===== src/design/sarseq_consts.svh =====
// constants of the sar conversion sequencer
`ifndef SARSEQ_CONSTS_SVH
`define SARSEQ_CONSTS_SVH

// result word width in bits
`define SARSEQ_RES_W        8
// conversion clock edges per conversion
`define SARSEQ_CONV_EDGES   9
// edge counter width
`define SARSEQ_CNT_W        4
// edge number after which the upper seven bits stand
`define SARSEQ_UPPER_EDGE   4'h8
// edge number after which the full word stands
`define SARSEQ_LAST_EDGE    4'h9
// first trial code, top bit set
`define SARSEQ_TRIAL_FIRST  8'h80
// reset value of result and trial registers
`define SARSEQ_RES_RST      8'h00
// top bit index
`define SARSEQ_TOP_IDX      3'h7
// number of input synchroniser stages
`define SARSEQ_SYNC_STAGES  3
// pin bit positions in the synchronised vector
`define SARSEQ_PIN_CLK      0
`define SARSEQ_PIN_REQ      1
`define SARSEQ_PIN_CMP      2
`define SARSEQ_PIN_N        3

`endif


===== src/design/sarseq_pkg.sv =====
// types of the sar conversion sequencer
`default_nettype none

package sarseq_pkg;

	// sequencer states, one-hot
	typedef enum logic [1:0] {
		SARSEQ_IDLE   = 2'b01,
		SARSEQ_DECIDE = 2'b10
	} sarseq_state_t;

	typedef logic [7:0] sarseq_word_t;
	typedef logic [2:0] sarseq_idx_t;
	typedef logic [3:0] sarseq_cnt_t;

endpackage : sarseq_pkg

`default_nettype wire


===== src/design/sarseq_stream_if.sv =====
// valid/ready word stream between sequencer parts
`default_nettype none

interface sarseq_stream_if;
	import sarseq_pkg::*;

	logic         valid;
	logic         ready;
	sarseq_word_t data;

	modport src (output valid, output data, input ready);
	modport snk (input valid, input data, output ready);

endinterface : sarseq_stream_if

`default_nettype wire


===== src/design/sarseq_top.sv =====
// sar conversion sequencer: control of an 8-bit successive-approximation conversion
// Overview of operation
// - conversion takes exactly nine conversion clock edges
// - first cycle rearms busy, prepares trial register
// - eight cycles decide one bit each, top first
// - after edge eight: upper seven valid, busy low
// - after edge nine: bottom bit valid, done
// - outputs keep previous result when request rises
// - straight binary: zero volts all zeros
// - eight parallel bits, highest output is top bit
`default_nettype none
`include "sarseq_consts.svh"

module sarseq_top (
	input  wire logic                 clk_i,
	input  wire logic                 nrst_i,
	input  wire logic                 conv_clk_i,
	input  wire logic                 conv_request_i,
	input  wire logic                 cmp_above_i,
	output logic                      busy_o,
	output logic                      upper_valid_o,
	output logic                      result_valid_o,
	output sarseq_pkg::sarseq_word_t  result_o,
	output sarseq_pkg::sarseq_word_t  dac_code_o,
	output logic                      start_refused_o,
	output logic                      word_valid_o,
	input  wire logic                 word_ready_i,
	output sarseq_pkg::sarseq_word_t  word_data_o
);
	import sarseq_pkg::*;

	// ************************************************************
	// latency notes
	// ************************************************************

	// each pin is seen four system clocks late: three stages and
	// the agreement register; clock, request and comparator share
	// that delay, so their timing relative to each other is kept
	// the conversion clock must stay high and low for two system
	// clocks at least, or the filter swallows the pulse
	// a request left high starts one conversion only; it must be
	// seen low before the next start is taken
	// the result word moves in two steps: upper seven bits at edge
	// eight, bottom bit at edge nine; in between it mixes two words

	// ************************************************************
	// decoding helpers
	// ************************************************************

	// one-hot mask of the bit under trial
	function automatic sarseq_word_t bit_mask(input sarseq_idx_t idx);
		sarseq_word_t m;
		m = '0;
		m[idx] = 1'b1;
		return m;
	endfunction : bit_mask

	// conversion edge count against an edge number
	function automatic logic edge_hit(input sarseq_cnt_t cnt, input sarseq_cnt_t num);
		return (cnt == num);
	endfunction : edge_hit

	// ************************************************************
	// declarations
	// ************************************************************

	// registers and the next-state value
	sarseq_state_t  state_r;
	sarseq_state_t  state_nxt;
	sarseq_cnt_t    edge_cnt_r;
	sarseq_idx_t    bit_idx_r;
	sarseq_word_t   trial_r;
	sarseq_word_t   result_r;
	logic           busy_r;
	logic           upper_valid_r;
	logic           result_valid_r;
	logic           refused_r;
	logic           req_armed_r;
	logic           clk_prev_r;
	logic           push_vld_r;
	sarseq_word_t   push_data_r;

	// pin vectors and decoded wires
	logic [`SARSEQ_PIN_N-1:0] pins;
	logic [`SARSEQ_PIN_N-1:0] pins_s;
	logic           conv_clk_s;
	logic           req_s;
	logic           cmp_s;
	logic           conv_rise;
	logic           in_idle;
	logic           in_decide;
	logic           start_seen;
	logic           start_go;
	logic           start_bad;
	logic           buf_room;
	logic           at_upper;
	logic           at_last;
	sarseq_word_t   cur_mask;
	sarseq_word_t   kept;
	sarseq_word_t   trial_nxt;
	sarseq_cnt_t    edge_cnt_nxt;
	logic           edge_step;
	logic           clash_busy;
	logic           clash_full;
	sarseq_word_t   push_word;

	sarseq_stream_if push_s ();
	sarseq_stream_if pop_s ();

	// ************************************************************
	// pin synchronisers
	// ************************************************************

	assign pins[`SARSEQ_PIN_CLK] = conv_clk_i;
	assign pins[`SARSEQ_PIN_REQ] = conv_request_i;
	assign pins[`SARSEQ_PIN_CMP] = cmp_above_i;

	sarseq_sync #(
		.W       (`SARSEQ_PIN_N)
	) u_sync (
		.clk_i   (clk_i),
		.nrst_i  (nrst_i),
		.pin_i   (pins),
		.level_o (pins_s)
	);

	assign conv_clk_s = pins_s[`SARSEQ_PIN_CLK];
	assign req_s      = pins_s[`SARSEQ_PIN_REQ];
	assign cmp_s      = pins_s[`SARSEQ_PIN_CMP];

	// ************************************************************
	// conversion clock edge and request decode
	// ************************************************************

	// request and comparator pass the same delay as the clock, so
	// both are seen as they stood at the conversion clock edge
	assign conv_rise  = conv_clk_s & ~clk_prev_r;
	assign in_idle    = (state_r == SARSEQ_IDLE);
	assign in_decide  = (state_r == SARSEQ_DECIDE);
	// request must have been low since the last start
	assign start_seen = conv_rise & req_s & req_armed_r;
	assign buf_room   = push_s.ready;
	assign start_go   = start_seen & in_idle & buf_room;
	// overlap with a running conversion: request refused
	assign clash_busy = start_seen & ~in_idle;
	// both buffer entries taken: a third word would have no room
	assign clash_full = start_seen & in_idle & ~buf_room;
	assign start_bad  = clash_busy | clash_full;

	// ************************************************************
	// bit trial decode
	// ************************************************************

	assign cur_mask     = bit_mask(bit_idx_r);
	// comparator high: input beyond trial level, keep the bit
	assign kept         = cmp_s ? trial_r : (trial_r & ~cur_mask);
	assign trial_nxt    = kept | (cur_mask >> 1);
	assign edge_cnt_nxt = edge_cnt_r + 4'h1;
	// a conversion edge that decides a bit
	assign edge_step    = in_decide & conv_rise;
	// edge eight: upper seven bits settle, busy ends
	assign at_upper     = edge_step & edge_hit(edge_cnt_nxt, `SARSEQ_UPPER_EDGE);
	// edge nine: bottom bit settles, conversion done
	assign at_last      = edge_step & edge_hit(edge_cnt_nxt, `SARSEQ_LAST_EDGE);
	// word handed to the buffer: upper bits kept, bottom bit fresh
	assign push_word    = {result_r[7:1], kept[0]};

	// ************************************************************
	// state machine
	// ************************************************************

	// idle waits for an armed request with room in the buffer;
	// decide runs from the first edge to the ninth, then returns
	always_comb begin
		state_nxt = state_r;
		case (state_r)
			SARSEQ_IDLE: begin
				if (start_go) begin
					state_nxt = SARSEQ_DECIDE;
				end
			end
			SARSEQ_DECIDE: begin
				if (at_last) begin
					state_nxt = SARSEQ_IDLE;
				end
			end
			default: begin
				state_nxt = SARSEQ_IDLE;
			end
		endcase
	end

	always_ff @(posedge clk_i or negedge nrst_i) begin
		if (!nrst_i) begin
			state_r     <= SARSEQ_IDLE;
			clk_prev_r  <= 1'b0;
			req_armed_r <= 1'b0;
		end else begin
			state_r     <= state_nxt;
			clk_prev_r  <= conv_clk_s;
			req_armed_r <= start_seen ? 1'b0 : (req_armed_r | ~req_s);
		end
	end

	// ************************************************************
	// edge counter and trial register
	// ************************************************************

	always_ff @(posedge clk_i or negedge nrst_i) begin
		if (!nrst_i) begin
			edge_cnt_r <= '0;
			bit_idx_r  <= `SARSEQ_TOP_IDX;
			trial_r    <= `SARSEQ_RES_RST;
		end else if (start_go) begin
			// first cycle: prepare only, no bit decided
			edge_cnt_r <= 4'h1;
			bit_idx_r  <= `SARSEQ_TOP_IDX;
			trial_r    <= `SARSEQ_TRIAL_FIRST;
		end else if (edge_step) begin
			// index wraps to the top bit after edge nine, harmless
			edge_cnt_r <= edge_cnt_nxt;
			bit_idx_r  <= bit_idx_r - 3'h1;
			trial_r    <= at_last ? kept : trial_nxt;
		end
	end

	// ************************************************************
	// busy and result outputs
	// ************************************************************

	always_ff @(posedge clk_i or negedge nrst_i) begin
		if (!nrst_i) begin
			busy_r         <= 1'b0;
			upper_valid_r  <= 1'b0;
			result_valid_r <= 1'b0;
			result_r       <= `SARSEQ_RES_RST;
		end else if (start_go) begin
			// result word left untouched here
			// previous word stays on the outputs until edge eight
			busy_r         <= 1'b1;
			upper_valid_r  <= 1'b0;
			result_valid_r <= 1'b0;
		end else if (at_upper) begin
			busy_r         <= 1'b0;
			upper_valid_r  <= 1'b1;
			result_r[7:1]  <= kept[7:1];
		end else if (at_last) begin
			result_valid_r <= 1'b1;
			result_r[0]    <= kept[0];
		end
	end

	// ************************************************************
	// refusal flag and buffer push
	// ************************************************************

	always_ff @(posedge clk_i or negedge nrst_i) begin
		if (!nrst_i) begin
			refused_r   <= 1'b0;
			push_vld_r  <= 1'b0;
			push_data_r <= `SARSEQ_RES_RST;
		end else begin
			// one-cycle pulse per refused request
			refused_r  <= start_bad;
			push_vld_r <= at_last;
			if (at_last) begin
				push_data_r <= push_word;
			end
		end
	end

	// a start is taken only with a free entry, so the push never stalls;
	// words leave in conversion order, one per finished conversion
	assign push_s.valid = push_vld_r;
	assign push_s.data  = push_data_r;

	sarseq_buf u_buf (
		.clk_i  (clk_i),
		.nrst_i (nrst_i),
		.in_s   (push_s),
		.out_s  (pop_s)
	);

	assign pop_s.ready = word_ready_i;

	// ************************************************************
	// output ports
	// ************************************************************

	// every output is a register; nothing decoded drives a pin
	assign busy_o          = busy_r;
	assign upper_valid_o   = upper_valid_r;
	assign result_valid_o  = result_valid_r;
	assign result_o        = result_r;
	assign dac_code_o      = trial_r;
	assign start_refused_o = refused_r;
	assign word_valid_o    = pop_s.valid;
	assign word_data_o     = pop_s.data;

endmodule : sarseq_top

`default_nettype wire


===== src/design/sarseq_sync.sv =====
// three-stage pin synchroniser with agreement filter
`default_nettype none
`include "sarseq_consts.svh"

module sarseq_sync #(
	parameter int W = `SARSEQ_PIN_N
) (
	input  wire logic         clk_i,
	input  wire logic         nrst_i,
	input  wire logic [W-1:0] pin_i,
	output logic      [W-1:0] level_o
);
	logic [W-1:0] s1_r;
	logic [W-1:0] s2_r;
	logic [W-1:0] s3_r;
	logic [W-1:0] level_r;
	logic [W-1:0] agree;

	assign agree   = ~(s2_r ^ s3_r);
	assign level_o = level_r;

	always_ff @(posedge clk_i or negedge nrst_i) begin
		if (!nrst_i) begin
			s1_r    <= '0;
			s2_r    <= '0;
			s3_r    <= '0;
			level_r <= '0;
		end else begin
			s1_r    <= pin_i;
			s2_r    <= s1_r;
			s3_r    <= s2_r;
			level_r <= (agree & s3_r) | (~agree & level_r);
		end
	end

endmodule : sarseq_sync

`default_nettype wire


===== src/design/sarseq_buf.sv =====
// two-entry result buffer, registered output
`default_nettype none

module sarseq_buf (
	input  wire logic     clk_i,
	input  wire logic     nrst_i,
	sarseq_stream_if.snk  in_s,
	sarseq_stream_if.src  out_s
);
	import sarseq_pkg::*;

	sarseq_word_t main_r;
	sarseq_word_t skid_r;
	logic         main_vld_r;
	logic         skid_vld_r;
	logic         in_fire;
	logic         main_free;

	// ready drops only when both entries hold a word
	assign in_s.ready  = ~skid_vld_r;
	assign in_fire     = in_s.valid & ~skid_vld_r;
	assign main_free   = ~main_vld_r | out_s.ready;
	assign out_s.valid = main_vld_r;
	assign out_s.data  = main_r;

	always_ff @(posedge clk_i or negedge nrst_i) begin
		if (!nrst_i) begin
			main_r     <= '0;
			skid_r     <= '0;
			main_vld_r <= 1'b0;
			skid_vld_r <= 1'b0;
		end else if (main_free) begin
			if (skid_vld_r) begin
				main_r     <= skid_r;
				main_vld_r <= 1'b1;
				skid_vld_r <= 1'b0;
			end else begin
				main_vld_r <= in_fire;
				if (in_fire) begin
					main_r <= in_s.data;
				end
			end
		end else if (in_fire) begin
			skid_r     <= in_s.data;
			skid_vld_r <= 1'b1;
		end
	end

endmodule : sarseq_buf

`default_nettype wire


===== config.mk =====
export PLATFORM = sky130hd
export DESIGN_NAME = sarseq_top
export DESIGN_NICKNAME = d
export VERILOG_FILES = /design/src/design/sarseq_pkg.sv /design/src/design/sarseq_stream_if.sv /design/src/design/sarseq_top.sv /design/src/design/sarseq_sync.sv /design/src/design/sarseq_buf.sv
export VERILOG_INCLUDE_DIRS = /design/src /design/src/design
export SDC_FILE = /design/constraint.sdc
export NUM_CORES = 1
export LEC_CHECK = 0
export BUFFER_PORTS_ARGS = -buffer_cell sky130_fd_sc_hd__clkbuf_2
export CAP_MARGIN = 0
export CORE_UTILIZATION = 57
export DETAILED_ROUTE_END_ITERATION = 7
export GPL_TIMING_DRIVEN = 0
export PLACE_DENSITY = 0.78
export SKIP_CTS_REPAIR_TIMING = 1
export SLEW_MARGIN = 20
export SYNTH_ARGS = -nofsm -noshare
export SYNTH_HDL_FRONTEND = slang
export SYNTH_SLANG_ARGS = --single-unit

===== constraint.sdc =====
create_clock -name clk_i -period 2.2 [get_ports clk_i]
set_clock_uncertainty 0.05 [all_clocks]
set_input_delay 0 -clock clk_i [delete_from_list [all_inputs] [get_ports clk_i]]
set_output_delay 0 -clock clk_i [all_outputs]
set_load 0.01 [all_outputs]

Word level (Yosys, flattened, before mapping)
Index checks and enable logic that the tools add are counted.

Add/subtract/negate cells: 2. Order comparisons: 2. Equal/unequal tests: 7. Muxes and demuxes: 26. Bitwise operators: 31. Reductions and logical operators: 12.

Operator list (count): $mux 8 (6); $mux 1 (12); $and 1x1->1 (11); $reduce_and 2->1 (5); $reduce_bool 2->1 (5); $and 8x8->8 (1); $eq 4x4->1 const B (2); $mux 4 (2); $not 1->1 (8); $not 8->8 (1); $or 8x7->8 (1); $and 3x3->3 (2); $mux 3 (2); $not 3->3 (2); $add 4x1->4 const B (1); $lt 3x4->1 const B (1); $mux 2 (2); $ne 2x1->1 const B (2); $pmux 2 s2 (1); $demux 1 s3 (1); $ge 3x1->1 const B (1); $or 1x1->1 (3); $or 3x3->3 (1); $reduce_and 3->1 (1); 6 further kinds (6).

Flip-flop bits (word level): 70. Input bits: 6.

Depth between registers and ports, before layout
Word-level depth: 11. Mapped depth: 6. Gate-level depth less buffers: 5.

Hierarchy
Synthesis repeated with hierarchy kept, for this count alone.

Cells, all modules: 226. Area total of the unflattened synthesis: 3056.7 µm².

Modules (own cells, without submodules): sarseq_top (times used 1, cells each 160, area each 1936.9 µm²); sarseq_buf (times used 1, cells each 51, area each 785.8 µm²); sarseq_sync (times used 1, cells each 15, area each 334.1 µm²).

Worst setup path after synthesis
Ideal clock, no wire load.

Path kind: register to register. From: reg edge_cnt_r[0]. To: reg push_data_r[1]. Arrival: 1573 ps. Required time: 2025 ps. Path slack: 452 ps. Cell stages (with the launch flop): 6. Clock period less this slack: 1748 ps. Path through: dfrtp_1 -> ha_1 -> nand2b_1 -> a21oi_2 -> buf_6 -> mux2_2.

Word-level cells in the longest chain between the ends: 3.

RTL lines: start: declaration (line sarseq_top.sv:70) `sarseq_cnt_t edge_cnt_r;`; start signal: assignment (line sarseq_top.sv:221) `edge_cnt_r <= edge_cnt_nxt;`; $add 4x1->4 (line sarseq_top.sv:158) `assign edge_cnt_nxt = edge_cnt_r + 4'h1;`; $eq 4x4->1 (line sarseq_top.sv:60) `return (cnt == num);`; $and 1x1->1 (line sarseq_top.sv:164) `` assign at_last = edge_step & edge_hit(edge_cnt_nxt, `SARSEQ_LAST_EDGE); ``; via at_last (line sarseq_top.sv:97) `logic at_last;`; end signal: assignment (line sarseq_top.sv:261) `` push_data_r <= `SARSEQ_RES_RST; ``; end signal: assignment (line sarseq_top.sv:267) `push_data_r <= push_word;`; end: declaration (line sarseq_top.sv:81) `sarseq_word_t push_data_r;`.

The timed path passes the listed nets, and every way through them passes these cells. A chain may end at the register's enable or synchronous reset.

Final worst setup path
From: reg state_r[0]. To: reg trial_r[4], in the netlist dac_code_o[4].

Word-level cells in the longest chain between the ends: 6.

RTL lines: start: declaration (line sarseq_top.sv:68) `sarseq_state_t state_r;`; start signal: assignment (line sarseq_top.sv:199) `state_r <= state_nxt;`; $eq 2x2->1 (line sarseq_top.sv:139) `assign in_decide = (state_r == SARSEQ_DECIDE);`; $and 1x1->1 (line sarseq_top.sv:160) `assign edge_step = in_decide & conv_rise;`; $and 1x1->1 (line sarseq_top.sv:164); $mux 8 (line sarseq_top.sv:223) `trial_r <= at_last ? kept : trial_nxt;`; $mux 8 (line sarseq_top.sv:219) `end else if (edge_step) begin`; $mux 8 (line sarseq_top.sv:214) `end else if (start_go) begin`; end signal: assignment (line sarseq_top.sv:213) `` trial_r <= `SARSEQ_RES_RST; ``; end signal: assignment (line sarseq_top.sv:218) `` trial_r <= `SARSEQ_TRIAL_FIRST; ``; end signal: assignment (line sarseq_top.sv:223); end: declaration (line sarseq_top.sv:72) `sarseq_word_t trial_r;`.

Parallel ways exist; a longest one is shown, timed or not. The select of a mux whose other input is x is not followed.

==> flow_summary_export.csv <==
group,metric,value,unit
status,status,"finished clean",
sta,period_share,89.6,%
detailed_routing,wl_per_cell,15.4,um
global_routing,grt_overflow,0,
sta,finalHoldViolCount,0,
detailed_routing,via_count,1988,
power_and_ir_drop,powerDensity,743,nW/um^2
clocking,cts_buffer_depth,2,
job,drv_cap,0,
floorplan,die_h,74.4,um
logic_synthesis,syn-instance-count,237,
place,place_hpwl,3730,um
logic_synthesis,syn_avg_cell_area,12.6,sq um
logic_synthesis,ys_seq_area_share,58.8,%
layout,fin_area,3490,sq um
power_and_ir_drop,p_leak,1.70,nW
logic_synthesis,synth_area_leaders,"dfrtp_1 55%, mux2_2 6.0%, dfstp_2 3.5%, mux2_4 3.5%, mux2i_1 3.0%",
floorplan,pin_count,35,
logic_synthesis,yosysWarnings,0,
power_and_ir_drop,p_comb_share,9.4,%
global_routing,grtUsageTotal,22.5,%
global_routing,grt_first_pass_wirelength,9150,um
power_and_ir_drop,p_sw,0.652,mW
floorplan,die_w,74.4,um
sta,drv_slew,0,
layout,areaGrowthSynthToFinish,16.9,%
worst_setup_path,worst-setup-path-type,"reg -> reg",
worst_setup_path,r2r_start,"state_r[0]",
logic_synthesis,syn-cell-area,2990,sq um
logic_synthesis,synth_top_cell_area_share,55.3,%
detailed_routing,final_antenna_net_count,0,
floorplan,rows,25,
detailed_routing,wirelength,5520,um
power_and_ir_drop,sw_frac_of_total,25.1,%
layout,final_nets,298,
worst_hold_path,hp-class,"in -> async",
clocking,cts_made_buffers,9,
worst_setup_path,required,2360,ps
worst_setup_path,reg2reg_depth,5,
power_and_ir_drop,power.share.sequential,53.9,%
worst_setup_path,start_kind,"flop",
global_routing,grt_max_degree,42,
worst_setup_path,crit_arrival,2130,ps
logic_synthesis,synth_top_cell_by_area,"dfrtp_1",
power_and_ir_drop,intPower,1.94,mW
clocking,clock_latency,340,ps
worst_setup_path,cp-startpoint,"state_r[0]",
global_routing,antenna_found_initial,0,
worst_setup_path,critPathMaxFanout,10,
sta,slew_headroom,58.7,%
floorplan,core_area,4880,sq um
clocking,cts_num_sinks,70,
detailed_routing,drt-initial-drc-count,91,
logic_synthesis,ys_types,48,
detailed_routing,via_per_inst,5.55,
detailed_routing,first_pass_iters,4,
clocking,cts_root_buf,"clkbuf_8",
layout,num_antenna_cells,0,
clocking,htree_levels,3,
sta,tns,0,ps
sta,setup_viol,0,
power_and_ir_drop,clockPowerShare,36.7,%
clocking,path_clk_slew,70,ps
floorplan,start_util,61.3,%
power_and_ir_drop,ir_worst_vdd,0.730,mV
sta,rsz0062_at_grt,"false",
sta,worst_slew_pin_slew,616,ps
logic_synthesis,synth_seq_cells,70,
worst_setup_path,rrSetupSlack,230,ps
layout,drive_gt1_share,30.2,%
place,gp_congestion,0.786,
place,numPortBuffers,34,
floorplan,dieArea,5540,sq um
clocking,cts_tree,"yes",
sta,fin_crit,1970,ps
place,place_area,3270,sq um
worst_setup_path,rr_endpoint,"dac_code_o[4]",
detailed_routing,post-route-drc-count,0,
sta,fmax,507,MHz
worst_setup_path,end_kind,"flop",
layout,fin_util,71.6,%
logic_synthesis,syn_nets,247,
global_routing,grt_pass1_vias,1865,
cells in the final DEF (no fill, tap or decap), types with 7 or more instances in the layout:
cell type / count
clkbuf_2: 33
mux2_2: 16
nand2_1: 14
clkbuf_8: 9
o21ai_0: 14
mux2i_1: 9
a21boi_0: 7
nor2_1: 13
inv_1: 8
mux2_4: 7
dfrtp_1: 66
a21oi_1: 15
state kept, by name, summed over array words and instances (netlist names), 2 cells and up, named ones only:
name	cells
u_sync.s2_r	3
push_data_r	8
edge_cnt_r	4
u_buf.out_s.data	8
u_sync.s1_r	3
u_buf.skid_r	8
result_o	8
state_r	2
bit_idx_r	3
u_sync.s3_r	3
dac_code_o	8
layer usage:
| layer | GRT usage (%) | up-vias | share of wire [%] |
|---|---|---|---|
| met5 | 0 | - | 0 |
| met1 | 31.3 | 980 | 47 |
| met2 | 33.9 | 50 | 48 |
| met4 | 11.1 | 0 | 2.1 |
| met3 | 4.61 | 13 | 3.1 |
| li1 | - | 945 | - |
worst max-delay path, cell delays in order, from the launching register on:
cell and delay, ps:
dfstp_2 540, nor3b_1 420, a41oi_2 290, buf_4 250
o21ai_0 190, o41ai_1 100
Yosys cell counts (all sizes together):
library cell	instances
clkbuf	3
nand3	3
dfstp	4
nand4	1
mux2i	9
a21oi	16
nand4bb	1
nor3	1
maj3	3
nand4b	1
a41oi	1
o21a	3
a22oi	2
buf	7
nor2	13
o211ai	1
nand2b	3
a21o	2
dfrtp	66
and3b	1
o21ai	14
nor2b	5
xor2	1
o41ai	6
and4bb	1
nand3b	1
or2b	1
a31oi	1
a211oi	1
a21boi	9
nand2	14
mux2	23
a21bo	1
and3	1
inv	8
o31ai	1
o31a	1
ha	4
nor3b	2
a22o	1
final cells by class:
cell class / count / area, sq um
sequential: 70 / 1760
fill: 363 / 1390
multi-input combinational: 149 / 1140
timing repair buffer: 40 / 243
clock buffer: 12 / 135
tap: 67 / 83.8
buffer: 10 / 67.6
clock inverter: 2 / 35.0
inverter: 8 / 30.0
cells by family (layout without fill, tap and decap cells):
| kind of cell | Yosys count | count (layout) | synth area share, % |
|---|---|---|---|
| compound gates | 60 | 60 | 13.6 |
| xor+xnor | 1 | 1 | 0.293 |
| fa+ha+maj | 7 | 7 | 2.68 |
| buf+inv | 18 | 72 | 3.26 |
| flops | 70 | 70 | 58.8 |
| mux | 32 | 32 | 12.6 |
| simple gates | 49 | 49 | 8.87 |
power by group through the flow:
| stage | Sequential [mW] | Clock, mW | Combinational (mW) |
|---|---|---|---|
| finish | 1.40 | 0.953 | 0.244 |
| global route | 1.41 | 1.01 | 0.279 |
| CTS | 1.40 | 0.964 | 0.236 |
| detailed placement | 1.42 | 0 | 0.230 |
| global placement | 1.42 | 0 | 0.220 |
| floorplan | 1.41 | 0 | 0.150 |
worst max-delay path by stage:
stage | end
global route | dac_code_o[5]
global placement | dac_code_o[5]
finish | dac_code_o[4]
CTS | dac_code_o[5]
detailed placement | dac_code_o[3]
floorplan | push_data_r[1]
stage by stage:
stage / hold WS [ps] / cells / power (mW) / setup WS, ps
2_1_floorplan: -346 / 237 / 1.56 / 452
3_3_place_gp: 58.7 / 338 / 1.64 / 281
3_5_place_dp: -57.2 / 339 / 1.65 / 238
4_1_cts: -417 / 353 / 2.60 / 183
5_1_grt: 181 / 358 / 2.70 / 70.5
6_report: 108 / 358 / 2.60 / 229
Note: power is estimated with default switching activity, not from simulation.
